**config.mk**
```make
export PLATFORM = sky130hd
export DESIGN_NAME = pin_io_bank
export DESIGN_NICKNAME = d
export VERILOG_FILES = /design/src/common/pin_io_pkg.sv /design/src/pin_io_bank.sv /design/src/pin_sample.sv
export SDC_FILE = /design/constraint.sdc
export NUM_CORES = 1
export LEC_CHECK = 0
export BUFFER_PORTS_ARGS = -buffer_cell sky130_fd_sc_hd__buf_2
export CELL_PAD_IN_SITES_DETAIL_PLACEMENT = 2
export CELL_PAD_IN_SITES_GLOBAL_PLACEMENT = 2
export CORE_ASPECT_RATIO = 0.75
export CORE_MARGIN = 2
export CORE_UTILIZATION = 23
export CTS_BUF_LIST = sky130_fd_sc_hd__clkbuf_2 sky130_fd_sc_hd__clkbuf_4 sky130_fd_sc_hd__clkbuf_8
export DETAILED_ROUTE_END_ITERATION = 6
export HOLD_SLACK_MARGIN = 0.03
export PLACE_DENSITY_LB_ADDON = 0.1
export SYNTH_ARGS = -nofsm -noshare
export SYNTH_HDL_FRONTEND = slang
export SYNTH_SLANG_ARGS = --single-unit
```
**constraint.sdc**
```tcl
create_clock -name mclk -period 0.8 [get_ports mclk]
set_clock_uncertainty 0.1 [all_clocks]
set_input_delay 0.04 -clock mclk [delete_from_list [all_inputs] [get_ports mclk]]
set_output_delay 0.04 -clock mclk [all_outputs]
set_load 0.01 [all_outputs]
```
**src/common/pin_io_pkg.sv**
```systemverilog
// register map, field layout and reset values of the port pin bank
package pin_io_pkg;
  localparam int unsigned ADDR_W   = 8;
  localparam int unsigned DATA_W   = 32;
  localparam int unsigned PIN_N    = 7;
  localparam int unsigned PIN_LSB  = 16;
  localparam int unsigned PIN_MSB  = 22;
  // pin positions within the pin field
  localparam int unsigned PIN_CLK  = 0;
  localparam int unsigned PIN_DIN  = 1;
  localparam int unsigned PIN_DOUT = 2;
  localparam int unsigned PIN_CS0  = 3;
  // clock bits
  localparam int unsigned CLK_PIN_BIT = 0;
  localparam int unsigned CLK_ENG_BIT = 1;
  // offsets
  localparam logic [7:0] SET_OUTPUT_LEVEL_OFF    = 8'h30;
  localparam logic [7:0] CLEAR_OUTPUT_LEVEL_OFF  = 8'h34;
  localparam logic [7:0] OUTPUT_LEVEL_STATUS_OFF = 8'h38;
  localparam logic [7:0] PIN_LEVEL_STATUS_OFF    = 8'h3C;
  localparam logic [7:0] OPEN_DRAIN_ENABLE_OFF   = 8'h40;
  localparam logic [7:0] OPEN_DRAIN_DISABLE_OFF  = 8'h44;
  localparam logic [7:0] OPEN_DRAIN_STATUS_OFF   = 8'h48;
  localparam logic [7:0] CLOCK_ENABLE_OFF        = 8'h50;
  localparam logic [7:0] CLOCK_DISABLE_OFF       = 8'h54;
  localparam logic [7:0] POWER_CLOCK_STATUS_OFF  = 8'h58;
  localparam logic [7:0] SOFT_RESET_OFF          = 8'h60;
  localparam int unsigned SOFT_RESET_BIT         = 0;
  // reset values
  localparam logic [6:0] OUT_LEVEL_RST  = 7'h00;
  localparam logic [6:0] OPEN_DRAIN_RST = 7'h00;
  localparam logic [1:0] CLK_STATE_RST  = 2'h0;
endpackage : pin_io_pkg

```
**src/pin_io_bank.sv**
```systemverilog
// Design decision made here: the strobed register port.
`timescale 1ns/1ps
// register bank for port pin levels, open drain and clock gating
module pin_io_bank
  import pin_io_pkg::*;
(
  // clock and reset
  input  wire logic              mclk,
  input  wire logic              rst_b,
  // register port
  input  wire logic [ADDR_W-1:0] regAddr,
  input  wire logic [DATA_W-1:0] regWdata,
  input  wire logic              regWr,
  input  wire logic              regRd,
  output logic      [DATA_W-1:0] regRdata,
  // pins
  input  wire logic [PIN_N-1:0]  pinIn,
  output logic      [PIN_N-1:0]  pinOut,
  output logic      [PIN_N-1:0]  pinOe,
  // clock gates
  output logic                   pinClockEn,
  output logic                   engineClockEn
);
  logic [PIN_N-1:0] outLevel_reg;
  logic [PIN_N-1:0] outLevel_next;
  logic [PIN_N-1:0] openDrain_reg;
  logic [PIN_N-1:0] openDrain_next;
  logic [1:0]       clkState_reg;
  logic [1:0]       clkState_next;
  logic [PIN_N-1:0] pinSample;
  logic [PIN_N-1:0] pinDriveReq;
  logic [DATA_W-1:0] rdMux;

  function automatic logic hit(input logic [ADDR_W-1:0] a, input logic [7:0] off);
    return a == off;
  endfunction : hit

  function automatic logic [DATA_W-1:0] placePins(input logic [PIN_N-1:0] p);
    logic [DATA_W-1:0] w;
    w = '0;
    w[PIN_MSB:PIN_LSB] = p;
    return w;
  endfunction : placePins

  wire logic [PIN_N-1:0] wPins = regWdata[PIN_MSB:PIN_LSB];
  wire logic [1:0] wClk = regWdata[CLK_ENG_BIT:CLK_PIN_BIT];
  wire logic wrSet   = regWr && hit(regAddr, SET_OUTPUT_LEVEL_OFF);
  wire logic wrClr   = regWr && hit(regAddr, CLEAR_OUTPUT_LEVEL_OFF);
  wire logic wrOdEn  = regWr && hit(regAddr, OPEN_DRAIN_ENABLE_OFF);
  wire logic wrOdDis = regWr && hit(regAddr, OPEN_DRAIN_DISABLE_OFF);
  wire logic wrCkEn  = regWr && hit(regAddr, CLOCK_ENABLE_OFF);
  wire logic wrCkDis = regWr && hit(regAddr, CLOCK_DISABLE_OFF);
  wire logic softRst = regWr && hit(regAddr, SOFT_RESET_OFF) && regWdata[SOFT_RESET_BIT];

  // a zero bit leaves the setting alone
  assign outLevel_next = softRst ? OUT_LEVEL_RST :
    ((outLevel_reg | (wrSet ? wPins : '0)) & ~(wrClr ? wPins : '0));
  assign openDrain_next = softRst ? OPEN_DRAIN_RST :
    ((openDrain_reg | (wrOdEn ? wPins : '0)) & ~(wrOdDis ? wPins : '0));
  // soft reset does not touch clock state
  assign clkState_next = (clkState_reg | (wrCkEn ? wClk : '0))
    & ~(wrCkDis ? wClk : '0);

  always_ff @(posedge mclk or negedge rst_b) begin
    if (!rst_b) begin
      outLevel_reg  <= OUT_LEVEL_RST;
      openDrain_reg <= OPEN_DRAIN_RST;
      clkState_reg  <= CLK_STATE_RST;
    end else begin
      outLevel_reg  <= outLevel_next;
      openDrain_reg <= openDrain_next;
      clkState_reg  <= clkState_next;
    end
  end

  pin_sample u_pin_sample (
    .mclk      (mclk),
    .rst_b     (rst_b),
    .pinIn     (pinIn),
    .pinSample (pinSample)
  );

  // open drain pins only ever pull low
  assign pinDriveReq = ~openDrain_reg | ~outLevel_reg;
  assign pinOut      = outLevel_reg;
  assign pinOe       = pinDriveReq;
  assign pinClockEn    = clkState_reg[CLK_PIN_BIT];
  assign engineClockEn = clkState_reg[CLK_ENG_BIT];

  assign rdMux =
    hit(regAddr, OUTPUT_LEVEL_STATUS_OFF) ? placePins(outLevel_reg) :
    hit(regAddr, PIN_LEVEL_STATUS_OFF)    ? placePins(pinSample) :
    hit(regAddr, OPEN_DRAIN_STATUS_OFF)   ? placePins(openDrain_reg) :
    hit(regAddr, POWER_CLOCK_STATUS_OFF)  ? {30'h0, clkState_reg} :
    '0;

  always_ff @(posedge mclk or negedge rst_b) begin
    if (!rst_b) begin
      regRdata <= '0;
    end else begin
      regRdata <= regRd ? rdMux : '0;
    end
  end
endmodule : pin_io_bank

```
**src/pin_sample.sv**
```systemverilog
`timescale 1ns/1ps
// registered sample of the live pin levels
module pin_sample
  import pin_io_pkg::*;
(
  // clock and reset
  input  wire logic             mclk,
  input  wire logic             rst_b,
  // pins
  input  wire logic [PIN_N-1:0] pinIn,
  output logic      [PIN_N-1:0] pinSample
);
  always_ff @(posedge mclk or negedge rst_b) begin
    if (!rst_b) begin
      pinSample <= '0;
    end else begin
      pinSample <= pinIn;
    end
  end
endmodule : pin_sample

```
Yosys cells after proc, flatten, opt, wreduce, memory -nomap -nowiden --
Index checks and enable logic that the tools add are counted.
Cells by class: equality and inequality tests 11, bitwise gates (word level) 12, mux-type cells 13, reductions and logical operators 8
Operators with widths (number):
- $mux W23 | 4
- $eq A8 B7 Y1 const B | 7
- $mux W7 | 6
- $eq A8 B6 Y1 const B | 4
- $not A7 Y7 | 4
- $or A7 B7 Y7 | 3
- $and A7 B7 Y7 | 2
- $logic_and A1 B1 Y1 | 8
- $mux W2 | 3
- $and A2 B2 Y2 | 1
- $not A2 Y2 | 1
- $or A2 B2 Y2 | 1
Storage, ports and cells: flip-flop bits (word level) 55, output and inout bits 48, input bits 51, logic and storage cells 49

Longest topological paths before layout --
Gate-level depths: netlist (run 1).
word-level depth 6, depth in mapped cells 5, gate-level depth less buffers 3

Hierarchy --
Synthesis (run 1) repeated with hierarchy kept, for this count alone.
Second synthesis, totals: cell total of the unflattened synthesis 154, area, all modules 1747.9 µm²
By module, submodules not included:
- pin_io_bank | cells each 147, area each 1572.8 µm², instances 1
- pin_sample | cells each 7, area each 175.2 µm², instances 1

Worst setup path after synthesis (run 1) --
No wires, ideal clock.
kind input to register, start point input regAddr[3], end point register openDrain_reg[3], setup slack -435 ps, path buffers 2, arrival time 1008 ps, library setup time 127 ps, stages 5, required time 573 ps, path through nor4b_4 > and4_1 > buf_4 > buf_12 > a211oi_1
Between the ends: longest elaborated chain between the ends 6
Ends and longest elaborated chain:
- start: declaration | RTL line pin_io_bank.sv:11 | input wire logic [ADDR_W-1:0] regAddr,
- $eq A8 B7 Y1 | RTL line pin_io_bank.sv:35 | return a == off;
- $logic_and A1 B1 Y1 (on tied branches) | RTL line pin_io_bank.sv:49, pin_io_bank.sv:50
- $mux W7 | RTL line pin_io_bank.sv:59 | ((openDrain_reg | (wrOdEn ? wPins : '0)) & ~(wrOdDis ? wPins : '0));
- $or A7 B7 Y7 or $not A7 Y7 (tied branches) | RTL line pin_io_bank.sv:59
- $and A7 B7 Y7 | RTL line pin_io_bank.sv:59
- $mux W7 * | RTL line pin_io_bank.sv:58 | assign openDrain_next = softRst ? OPEN_DRAIN_RST :
- net openDrain_next[3] | RTL line pin_io_bank.sv:27 | logic [PIN_N-1:0] openDrain_next;
- end signal: assignment | RTL line pin_io_bank.sv:71 | openDrain_reg <= openDrain_next;
- end: declaration | RTL line pin_io_bank.sv:26 | logic [PIN_N-1:0] openDrain_reg;
The timed path passes the listed nets; every way through them passes the cells marked *.

Final worst setup path (run 1) --
start point register outLevel_reg[6] (netlist: pinOut[6]), end point output pinOe[6]
Between the ends: longest elaborated chain between the ends 2
Ends and longest elaborated chain:
- start: declaration | RTL line pin_io_bank.sv:24 | logic [PIN_N-1:0] outLevel_reg;
- start signal: assignment | RTL line pin_io_bank.sv:70 | outLevel_reg <= outLevel_next;
- $not A7 Y7 | RTL line pin_io_bank.sv:84 | assign pinDriveReq = ~openDrain_reg | ~outLevel_reg;
- $or A7 B7 Y7 | RTL line pin_io_bank.sv:84
- end: declaration | RTL line pin_io_bank.sv:19 | output logic [PIN_N-1:0] pinOe,
Every way passes these cells.

==> results of run 1 <==
[metrics by stage]
stage / setup slack (ns) / util
floorplan: -0.432 / -
global placement: -0.603 / 0.306
detailed placement: -0.688 / 0.306
CTS: -0.321 / 0.398
global route: -0.360 / 0.419
finish: -0.336 / 0.419
[worst max-delay path by stage]
stage                          start                to  depth (start not counted)
after detailed placement  regAddr[1]      regRdata[21]                          4
final                      pinOut[6]          pinOe[6]                          3
after global routing       pinOut[6]          pinOe[6]                          3
after CTS                  pinOut[3]          pinOe[3]                          3
after global placement    regAddr[1]      regRdata[20]                          4
after floorplan           regAddr[3]  openDrain_reg[3]                          5
[kinds of logic (layout without fill, tap and decap cells)]
| logic type | count (synthesis) | in the layout | synth area share |
|---|---|---|---|
| AOI/OAI and AO/OA | 42 | 42 | 0.203 |
| buffers and inverters | 38 | 117 | 0.154 |
| muxes | 2 | 2 | 0.0117 |
| and+or+nand+nor | 39 | 39 | 0.162 |
| DFF | 32 | 32 | 0.467 |
| other | 1 | 23 | 0.00219 |
[cell usage in the layout, fill, tap and decap left out, types with 2 or more instances in the layout]
cell type and count:
conb_1 23, dfrtp_1 32, buf_2 30, mux2i_1 2, nand2_4 3, a31oi_1 7, inv_1 2, buf_8 4
o31ai_4 2, a41oi_1 2, buf_6 36, buf_12 4, a211oi_2 14, a41oi_2 12, o31ai_2 5, buf_4 22
dlygate4sd3_1 8, clkbuf_8 5, nand3_4 2, nand3_1 14, nand2_2 4, nor4b_4 3
[cell type report]
class | count | area, um^2 | share of cell area
Clock buffer | 6 | 76.3 | 0.0250
Clock inverter | 2 | 35.0 | 0.0115
Inverter | 3 | 11.3 | 0.00369
Multi-Input combinational cell | 106 | 1010 | 0.331
Sequential cell | 32 | 801 | 0.262
Tap cell | 101 | 126 | 0.0414
Timing Repair Buffer | 106 | 993 | 0.325
[metal layers]
metal  part of all wire  GRT usage
met1               0.42      0.208
met2               0.52      0.297
met3              0.048     0.0476
met4              0.014     0.0595
met5                  0          0
[power groups by stage]
stage	logic (W)	registers (W)	clock network, W
CTS	0.000728	0.00172	0.00161
finish	0.000790	0.00172	0.00160
detailed placement	0.000518	0.00175	0
global placement	0.000493	0.00175	0
floorplan	0.000269	0.00175	0
global route	0.000849	0.00173	0.00168
[cells in the mapped netlist, drive strengths merged]
library cell	number
nand4bb	1
or4b	1
and3	2
nor3b	1
a41oi	14
nor4b	3
clkbuf	1
nand3	17
buf	34
and4	1
a31oi	7
dfrtp	32
inv	3
mux2i	2
conb	1
nor2	2
a211oi	14
o31ai	7
and4bb	1
nand2	8
nor4bb	2
[what timing repair did]
action                                 4_1_cts  5_1_grt
resized for setup                           81       22
endpoints found under the hold margin       60       16
setup buffers                               10        5
setup endpoints to repair                   50       50
gates cloned                                 1        1
pin swaps                                   18       10
==> results.py, run 1 <==
metrics = {
    "synthesis": {
        "syn_area_um2": 1720,
        "syn_inst": 154,
        "synth_cell_types": 27,
        "syn_avg_cell_area_um2": 11.1,
        "ys_seq_area_frac": 0.467,
        "yosysTopAreaCell": "dfrtp_1",
        "ys_warn_count": 0,
        "yosys.area.top_type_share": 0.467,
        "yosys-top-cells-area": "dfrtp_1 (47%), buf_4 (11%), a41oi_1 (7.1%)",
        "ys_ff_latch": 32,
    },
    "final_layout": {
        "largest-register": "regRdata",
        "num_antenna_cells": 0,
        "final-instance-count-excl-fill": 356,
        "drive_gt1_frac": 0.624,
        "fin_area_um2": 3050,
        "nFillCells": 769,
        "largest_reg_flops": 9,
        "area_delta_synth_final_pct": 78.0,
        "fin_nets": 305,
    },
    "worst_hold_path": {
        "min_path_type": "input pin to register",
        "min-delay-start": "regWdata[20]",
        "holdPathStages": 2,
        "hold_end": "pinOut[4]",
    },
    "clock_tree": {
        "clk_path_buf_depth": 2,
        "holdBufCountCts": 8,
        "cts_root_buf": "clkbuf_8",
        "cts_tree": "yes",
        "clk_latency_ns": 0.30,
        "clkTransAtPathRegs_ns": 0.07,
        "clock-sinks": 32,
        "htreeDepth": 2,
        "cts_buffers": 5,
    },
    "route": {
        "vias": 1682,
        "viasPerCell": 4.72,
        "wl_um": 7050,
        "antenna_left": 0,
        "drtIter0Drc": 23,
        "route.detailed.drc": 0,
        "first_pass_iters": 2,
        "wire_per_inst_um": 19.8,
    },
    "placement": {
        "place_area_um2": 2230,
        "dp_cells": 325,
        "hpwlAfterDp_um": 4480,
        "port_buffers": 52,
        "place_congestion": 0.775,
    },
    "power_and_ir_drop": {
        "seqPwrFrac": 0.419,
        "p_sw_w": 0.00109,
        "peakVddDrop_mv": 0.555,
        "p_int_w": 0.00303,
        "power_w": 0.00411,
        "p_comb_frac": 0.192,
        "p_per_area_nw_per_um2": 1350,
        "p_leak_nw": 1.38,
        "swShare": 0.265,
        "clockPowerShare": 0.389,
    },
    "critical_path": {
        "ff2ff_path_depth": 3,
        "cpMostUsedCell": "buf_6",
        "cp_slowest_cell": "dfrtp_1",
        "critPathMaxStageDelay_ns": 0.41,
        "worst-r2r-setup-slack_ns": -0.31,
        "cp-end-kind": "output pin",
        "worstPathCellList": "buf_6, nand2_4, buf_6",
        "r2r_end": "regRdata[17]",
        "rr_startpoint": "pinOut[1]",
        "path_class": "register to output pin",
        "critPathMaxFanout": 2,
        "cp-start-kind": "register",
        "critPathBufInv": 2,
        "arrival_ns": 1.00,
        "cp_top_family": "flip-flops",
        "cp_data_required_time_ns": 0.66,
    },
    "floorplan": {
        "rows": 27,
        "die_x_um": 104,
        "pin_count": 99,
        "initial_core_util": 0.235,
        "die-area_um2": 8170,
        "core_um2": 7300,
        "dieHeight_um": 78.8,
    },
    "global_route": {
        "grt_pass1_vias": 1861,
        "grtUsageTotal": 0.171,
        "grt_antenna_before_repair": 0,
        "grt_start_max_net_pins": 33,
        "grt_pass1_wl_um": 10700,
        "overflow": 0,
    },
    "outcome": {
        "violations": "hold timing, setup timing",
        "outcome": "finished with violations",
    },
    "sta": {
        "setup_viol": 50,
        "slew_viol_final": 0,
        "setup_tns_ns": -10.88,
        "fin_crit_sh": 1.42,
        "hold_viol_final": 15,
        "fin_ws_ns": -0.336,
        "hold_ws_ns": -0.112,
        "min_period_ns": 1.14,
        "rsz0062_at_grt": "yes",
        "fmax_mhz": 880,
    },
    "flow_run": {
        "max_cap_violations": 0,
    },
}
Note: power is estimated with default switching activity, not from simulation.
==> run 2, diff against run 1 <==
--- a/config.mk
+++ b/config.mk
@@ -8,7 +8,6 @@
 export BUFFER_PORTS_ARGS = -buffer_cell sky130_fd_sc_hd__buf_2
 export CELL_PAD_IN_SITES_DETAIL_PLACEMENT = 2
 export CELL_PAD_IN_SITES_GLOBAL_PLACEMENT = 2
-export CORE_ASPECT_RATIO = 0.75
 export CORE_MARGIN = 2
 export CORE_UTILIZATION = 23
 export CTS_BUF_LIST = sky130_fd_sc_hd__clkbuf_2 sky130_fd_sc_hd__clkbuf_4 sky130_fd_sc_hd__clkbuf_8
==> constraint.sdc (replaced) <==
create_clock -name mclk -period 0.8 [get_ports mclk]
set_clock_uncertainty 0.1 [all_clocks]
set_input_delay 0.24 -clock mclk [delete_from_list [all_inputs] [get_ports mclk]]
set_output_delay 0.24 -clock mclk [all_outputs]
set_load 0.01 [all_outputs]
==> results.py, run 2 (synthesis gave the netlist of run 1 again) <==
metrics = {
    "final_layout": {
        "largest-register": "regRdata",
        "final_cell_mix": "buf_2 (35), dfrtp_1 (29), buf_4 (27)",
        "nFillCells": 789,
        "num_antenna_cells": 0,
        "utilization": 0.413,
        "drive_gt1_frac": 0.676,
        "largest_reg_flops": 9,
        "area_delta_synth_final_pct": 74.8,
        "final_common_cell": "buf_2",
        "fin_nets": 297,
    },
    "global_route": {
        "grt_pass1_wl_um": 9740,
        "grt_pass1_vias": 1837,
        "grt_start_max_net_pins": 33,
        "overflow": 0,
        "grt_antenna_before_repair": 0,
        "grtUsageTotal": 0.151,
    },
    "route": {
        "first_pass_iters": 4,
        "antenna_left": 0,
        "route.detailed.drc": 0,
        "wl_um": 6770,
        "drtIter0Drc": 40,
        "wire_per_inst_um": 19.6,
        "viasPerCell": 4.71,
        "vias": 1629,
    },
    "worst_hold_path": {
        "min_path_type": "input pin to register",
    },
    "power_and_ir_drop": {
        "p_int_w": 0.00313,
        "seqPwrFrac": 0.409,
        "peakVddDrop_mv": 0.545,
        "p_per_area_nw_per_um2": 1410,
        "clockPowerShare": 0.416,
        "p_leak_nw": 1.30,
        "swShare": 0.260,
        "p_sw_w": 0.00110,
        "p_comb_frac": 0.175,
    },
    "critical_path": {
        "arrival_ns": 0.95,
        "cp_slowest_cell": "dfrtp_2",
        "cp_data_required_time_ns": 0.46,
        "critPathMaxFanout": 4,
        "path_class": "register to output pin",
        "critPathMaxStageDelay_ns": 0.46,
        "cp-end-kind": "output pin",
        "worstPathCellList": "nand2_2, buf_6",
        "cp-start-kind": "register",
    },
    "floorplan": {
        "rows": 31,
        "dieHeight_um": 90.4,
        "core_um2": 7250,
        "die-area_um2": 8160,
        "pin_count": 99,
        "die_x_um": 90.4,
        "initial_core_util": 0.237,
    },
    "sta": {
        "slew_viol_final": 0,
        "fin_ws_ns": -0.492,
        "setup_viol": 50,
        "fmax_mhz": 774,
        "hold_ws_ns": -0.0501,
        "fin_crit_sh": 1.61,
        "min_period_ns": 1.29,
        "rsz0062_at_grt": "yes",
        "hold_viol_final": 7,
    },
    "clock_tree": {
        "cts_root_buf": "clkbuf_8",
        "clock-sinks": 32,
        "clkTransAtPathRegs_ns": 0.08,
        "holdBufCountCts": 1,
        "clk_path_buf_depth": 2,
        "cts_tree": "yes",
        "clk_latency_ns": 0.30,
        "cts_buffers": 5,
        "htreeDepth": 2,
    },
    "placement": {
        "hpwlAfterDp_um": 4360,
        "place_congestion": 0.743,
        "port_buffers": 52,
    },
    "flow_run": {
        "max_cap_violations": 0,
    },
    "outcome": {
        "violations": "hold timing, setup timing",
        "outcome": "finished with violations",
    },
}
run 2: cell count changes in the layout (fill, tap and decap cells not counted), sizes merged:
cell         change
dlygate4sd3      -7
buf              -2
clkbuf           +2
clkinv           -1
run 2: timing repair:
action	4_1_cts	5_1_grt
setup endpoints to repair	50	50
cloned	0	2
pin swaps	24	35
resized for setup	53	41
setup buffers	16	3
hold endpoints to repair	39	7
run 2: metrics by stage:
stage	power [W]	worst slack (ns)	std cells	TNS (ns)	area (um^2)
after global placement	0.00223	-0.761	319	-19.82	2200
after detailed placement	0.00225	-0.853	319	-20.92	2200
after floorplan	0.00202	-0.632	176	-14.20	1840
after global routing	0.00438	-0.524	346	-21.00	3000
final	0.00423	-0.492	346	-19.19	3000
after CTS	0.00412	-0.471	343	-18.09	2700
run 2: routing by layer:
metal  vias to the layer above  GRT usage  part of all wire
li1                        731          -                 -
met3                         5     0.0317             0.038
met1                       843      0.169              0.39
met5                         -          0                 0
met4                         0     0.0513             0.015
met2                        50      0.284              0.56
run 2: path summary, 6_finish.rpt:
path                            startpoint                        end  slack, ns  cells after the start
max                              pinOut[3]                   pinOe[3]      -0.49                      2
min                               pinIn[4]  u_pin_sample.pinSample[4]      -0.05                      1
max reg2reg                      pinOut[6]               regRdata[22]      -0.36                      3
min reg2reg                clkState_reg[0]                regRdata[0]       0.43                      2
max in group asynchronous            rst_b               regRdata[21]       0.07                      3
min in group asynchronous            rst_b                  pinOut[4]       0.35                      3
run 2: cell type report:
type | count | area (um^2) | share of cell area
sequential | 32 | 805 | 0.268
multi-input combinational | 106 | 1060 | 0.353
inverter | 3 | 11.3 | 0.00375
clock inverter | 1 | 30.0 | 0.0100
tap | 99 | 124 | 0.0413
clock buffer | 7 | 96.3 | 0.0321
timing repair buffer | 98 | 876 | 0.292
run 2: power by group through the flow:
stage	Sequential, W	Combinational (W)	Clock [W]
detailed placement	0.00176	0.000489	0
global placement	0.00176	0.000465	0
global route	0.00173	0.000790	0.00185
finish	0.00173	0.000740	0.00176
floorplan	0.00175	0.000270	0
CTS	0.00172	0.000632	0.00177
run 2: critical path: cells and delay by family (launching register included):
family,cells,cell delay (ns)
buffers and inverters,1,0.10
DFF,1,0.46
and+or+nand+nor,1,0.09
==> run 3, diff against run 2 <==
--- a/config.mk
+++ b/config.mk
@@ -14,6 +14,9 @@
 export DETAILED_ROUTE_END_ITERATION = 6
 export HOLD_SLACK_MARGIN = 0.03
 export PLACE_DENSITY_LB_ADDON = 0.1
+export SKIP_CTS_REPAIR_TIMING = 1
+export SKIP_LAST_GASP = 1
 export SYNTH_ARGS = -nofsm -noshare
 export SYNTH_HDL_FRONTEND = slang
 export SYNTH_SLANG_ARGS = --single-unit
+export TNS_END_PERCENT = 50
==> results.py, run 3 (synthesis gave the netlist of run 1 again) <==
metrics = {
    "route": {
        "antenna_left": 0,
        "top_layer": "met4",
        "wire_per_inst_um": 17.7,
        "wl_met1_um": 2570,
        "vias": 1588,
        "dr_wl_met3_um": 248,
        "drtIter0Drc": 35,
        "route.detailed.drc": 0,
        "viasPerCell": 4.54,
        "first_pass_iters": 4,
        "wl_um": 6190,
        "wl_met2_um": 3290,
    },
    "power_and_ir_drop": {
        "p_int_w": 0.00294,
        "p_comb_frac": 0.160,
        "clockPowerShare": 0.404,
        "peakVddDrop_mv": 0.588,
        "p_per_area_nw_per_um2": 1460,
        "p_leak_nw": 1.26,
        "seqPwrFrac": 0.436,
        "swShare": 0.257,
        "p_sw_w": 0.00102,
    },
    "placement": {
        "place_congestion": 0.734,
        "dp_slack_ns": -0.819,
        "hpwlAfterDp_um": 4250,
        "port_buffers": 52,
    },
    "sta": {
        "rsz0062_at_grt": "yes",
        "hold_ws_ns": -0.0356,
        "slew_viol_final": 0,
        "min_period_ns": 1.32,
        "fmax_mhz": 759,
        "fin_crit_sh": 1.65,
        "fin_ws_ns": -0.518,
        "hold_viol_final": 2,
        "setup_viol": 55,
    },
    "global_route": {
        "grtUsageTotal": 0.145,
        "overflow": 0,
        "grt_pass1_vias": 1701,
        "grt_start_max_net_pins": 33,
        "grt_antenna_before_repair": 0,
        "grt_pass1_wl_um": 9230,
    },
    "final_layout": {
        "largest_reg_flops": 9,
        "num_antenna_cells": 0,
        "nFillCells": 799,
        "largest-register": "regRdata",
        "drive_gt1_frac": 0.566,
        "final_cell_mix": "buf_2 (46), buf_4 (30), dfrtp_1 (29)",
        "final_common_cell": "buf_2",
        "fin_nets": 301,
        "utilization": 0.375,
        "area_delta_synth_final_pct": 58.4,
    },
    "critical_path": {
        "cp_slowest_cell": "dfrtp_1",
        "cp-start-kind": "register",
        "cp_data_required_time_ns": 0.46,
        "path_class": "register to output pin",
        "arrival_ns": 0.98,
        "critPathMaxFanout": 4,
        "critPathBufInv": 1,
        "worstPathCellList": "nand2_1, buf_2",
        "critPathMaxStageDelay_ns": 0.43,
        "rr_startpoint": "pinOut[2]",
        "cp-end-kind": "output pin",
        "cp_top_family": "flip-flops",
        "startpoint": "pinOut[0]",
    },
    "clock_tree": {
        "cts_tree": "yes",
        "cts_root_buf": "clkbuf_8",
        "clkTransAtPathRegs_ns": 0.07,
        "clock-sinks": 32,
        "cts_buffers": 5,
        "clk_latency_ns": 0.29,
        "clk_path_buf_depth": 2,
        "htreeDepth": 2,
    },
    "worst_hold_path": {
        "min_path_type": "input pin to register",
        "min-delay-start": "pinIn[6]",
    },
    "floorplan": {
        "core_um2": 7250,
        "pin_count": 99,
        "die-area_um2": 8160,
        "dieHeight_um": 90.4,
        "rows": 31,
        "initial_core_util": 0.237,
        "die_x_um": 90.4,
    },
    "outcome": {
        "outcome": "finished with violations",
        "violations": "hold timing, setup timing",
    },
    "flow_run": {
        "max_cap_violations": 0,
    },
}
==> run 3: final timing paths <==
kind | depth (start not counted) | to | slack (ns)
worst max-delay path | 2 | pinOe[0] | -0.52
worst min-delay path | 1 | u_pin_sample.pinSample[6] | -0.04
worst max register to register | 3 | regRdata[18] | -0.32
worst min register to register | 2 | regRdata[21] | 0.43
max in group asynchronous | 3 | regRdata[16] | 0.08
min in group asynchronous | 3 | pinOut[6] | 0.33
==> run 3: through the flow <==
step	cells	TNS (ns)	power, W	area (um^2)
detailed placement	316	-20.51	0.00223	2150
CTS	324	-20.99	0.00385	2260
finish	350	-19.07	0.00396	2720
global route	350	-20.94	0.00414	2720
global placement	316	-19.45	0.00221	2150
floorplan	176	-14.46	0.00201	1800
==> run 3: final cells by class <==
type / count / area (um^2) / area share
Clock buffer: 6 / 76.3 / 0.0281
Clock inverter: 2 / 35.0 / 0.0129
Inverter: 3 / 11.3 / 0.00414
Multi-Input combinational cell: 106 / 861 / 0.317
Sequential cell: 32 / 805 / 0.296
Tap cell: 99 / 124 / 0.0456
Timing Repair Buffer: 102 / 806 / 0.297
==> run 3: power groups by stage <==
stage	Clock, W	Sequential (W)	Combinational [W]
floorplan	0	0.00175	0.000267
global placement	0	0.00175	0.000457
detailed placement	0	0.00176	0.000476
CTS	0.00164	0.00173	0.000479
global route	0.00171	0.00174	0.000692
finish	0.00160	0.00173	0.000635
==> run 3: metal layers <==
layer,vias up,GRT usage
met5,-,0
met4,0,0.0538
met3,7,0.0367
met2,38,0.261
met1,808,0.165
li1,735,-
==> run 3: worst reg2reg max path, cell delays in order, from the launching register on <==
cell and delay [ns]:
dfrtp_2 0.44, buf_4 0.15, o31ai_2 0.24, a31oi_1 0.07
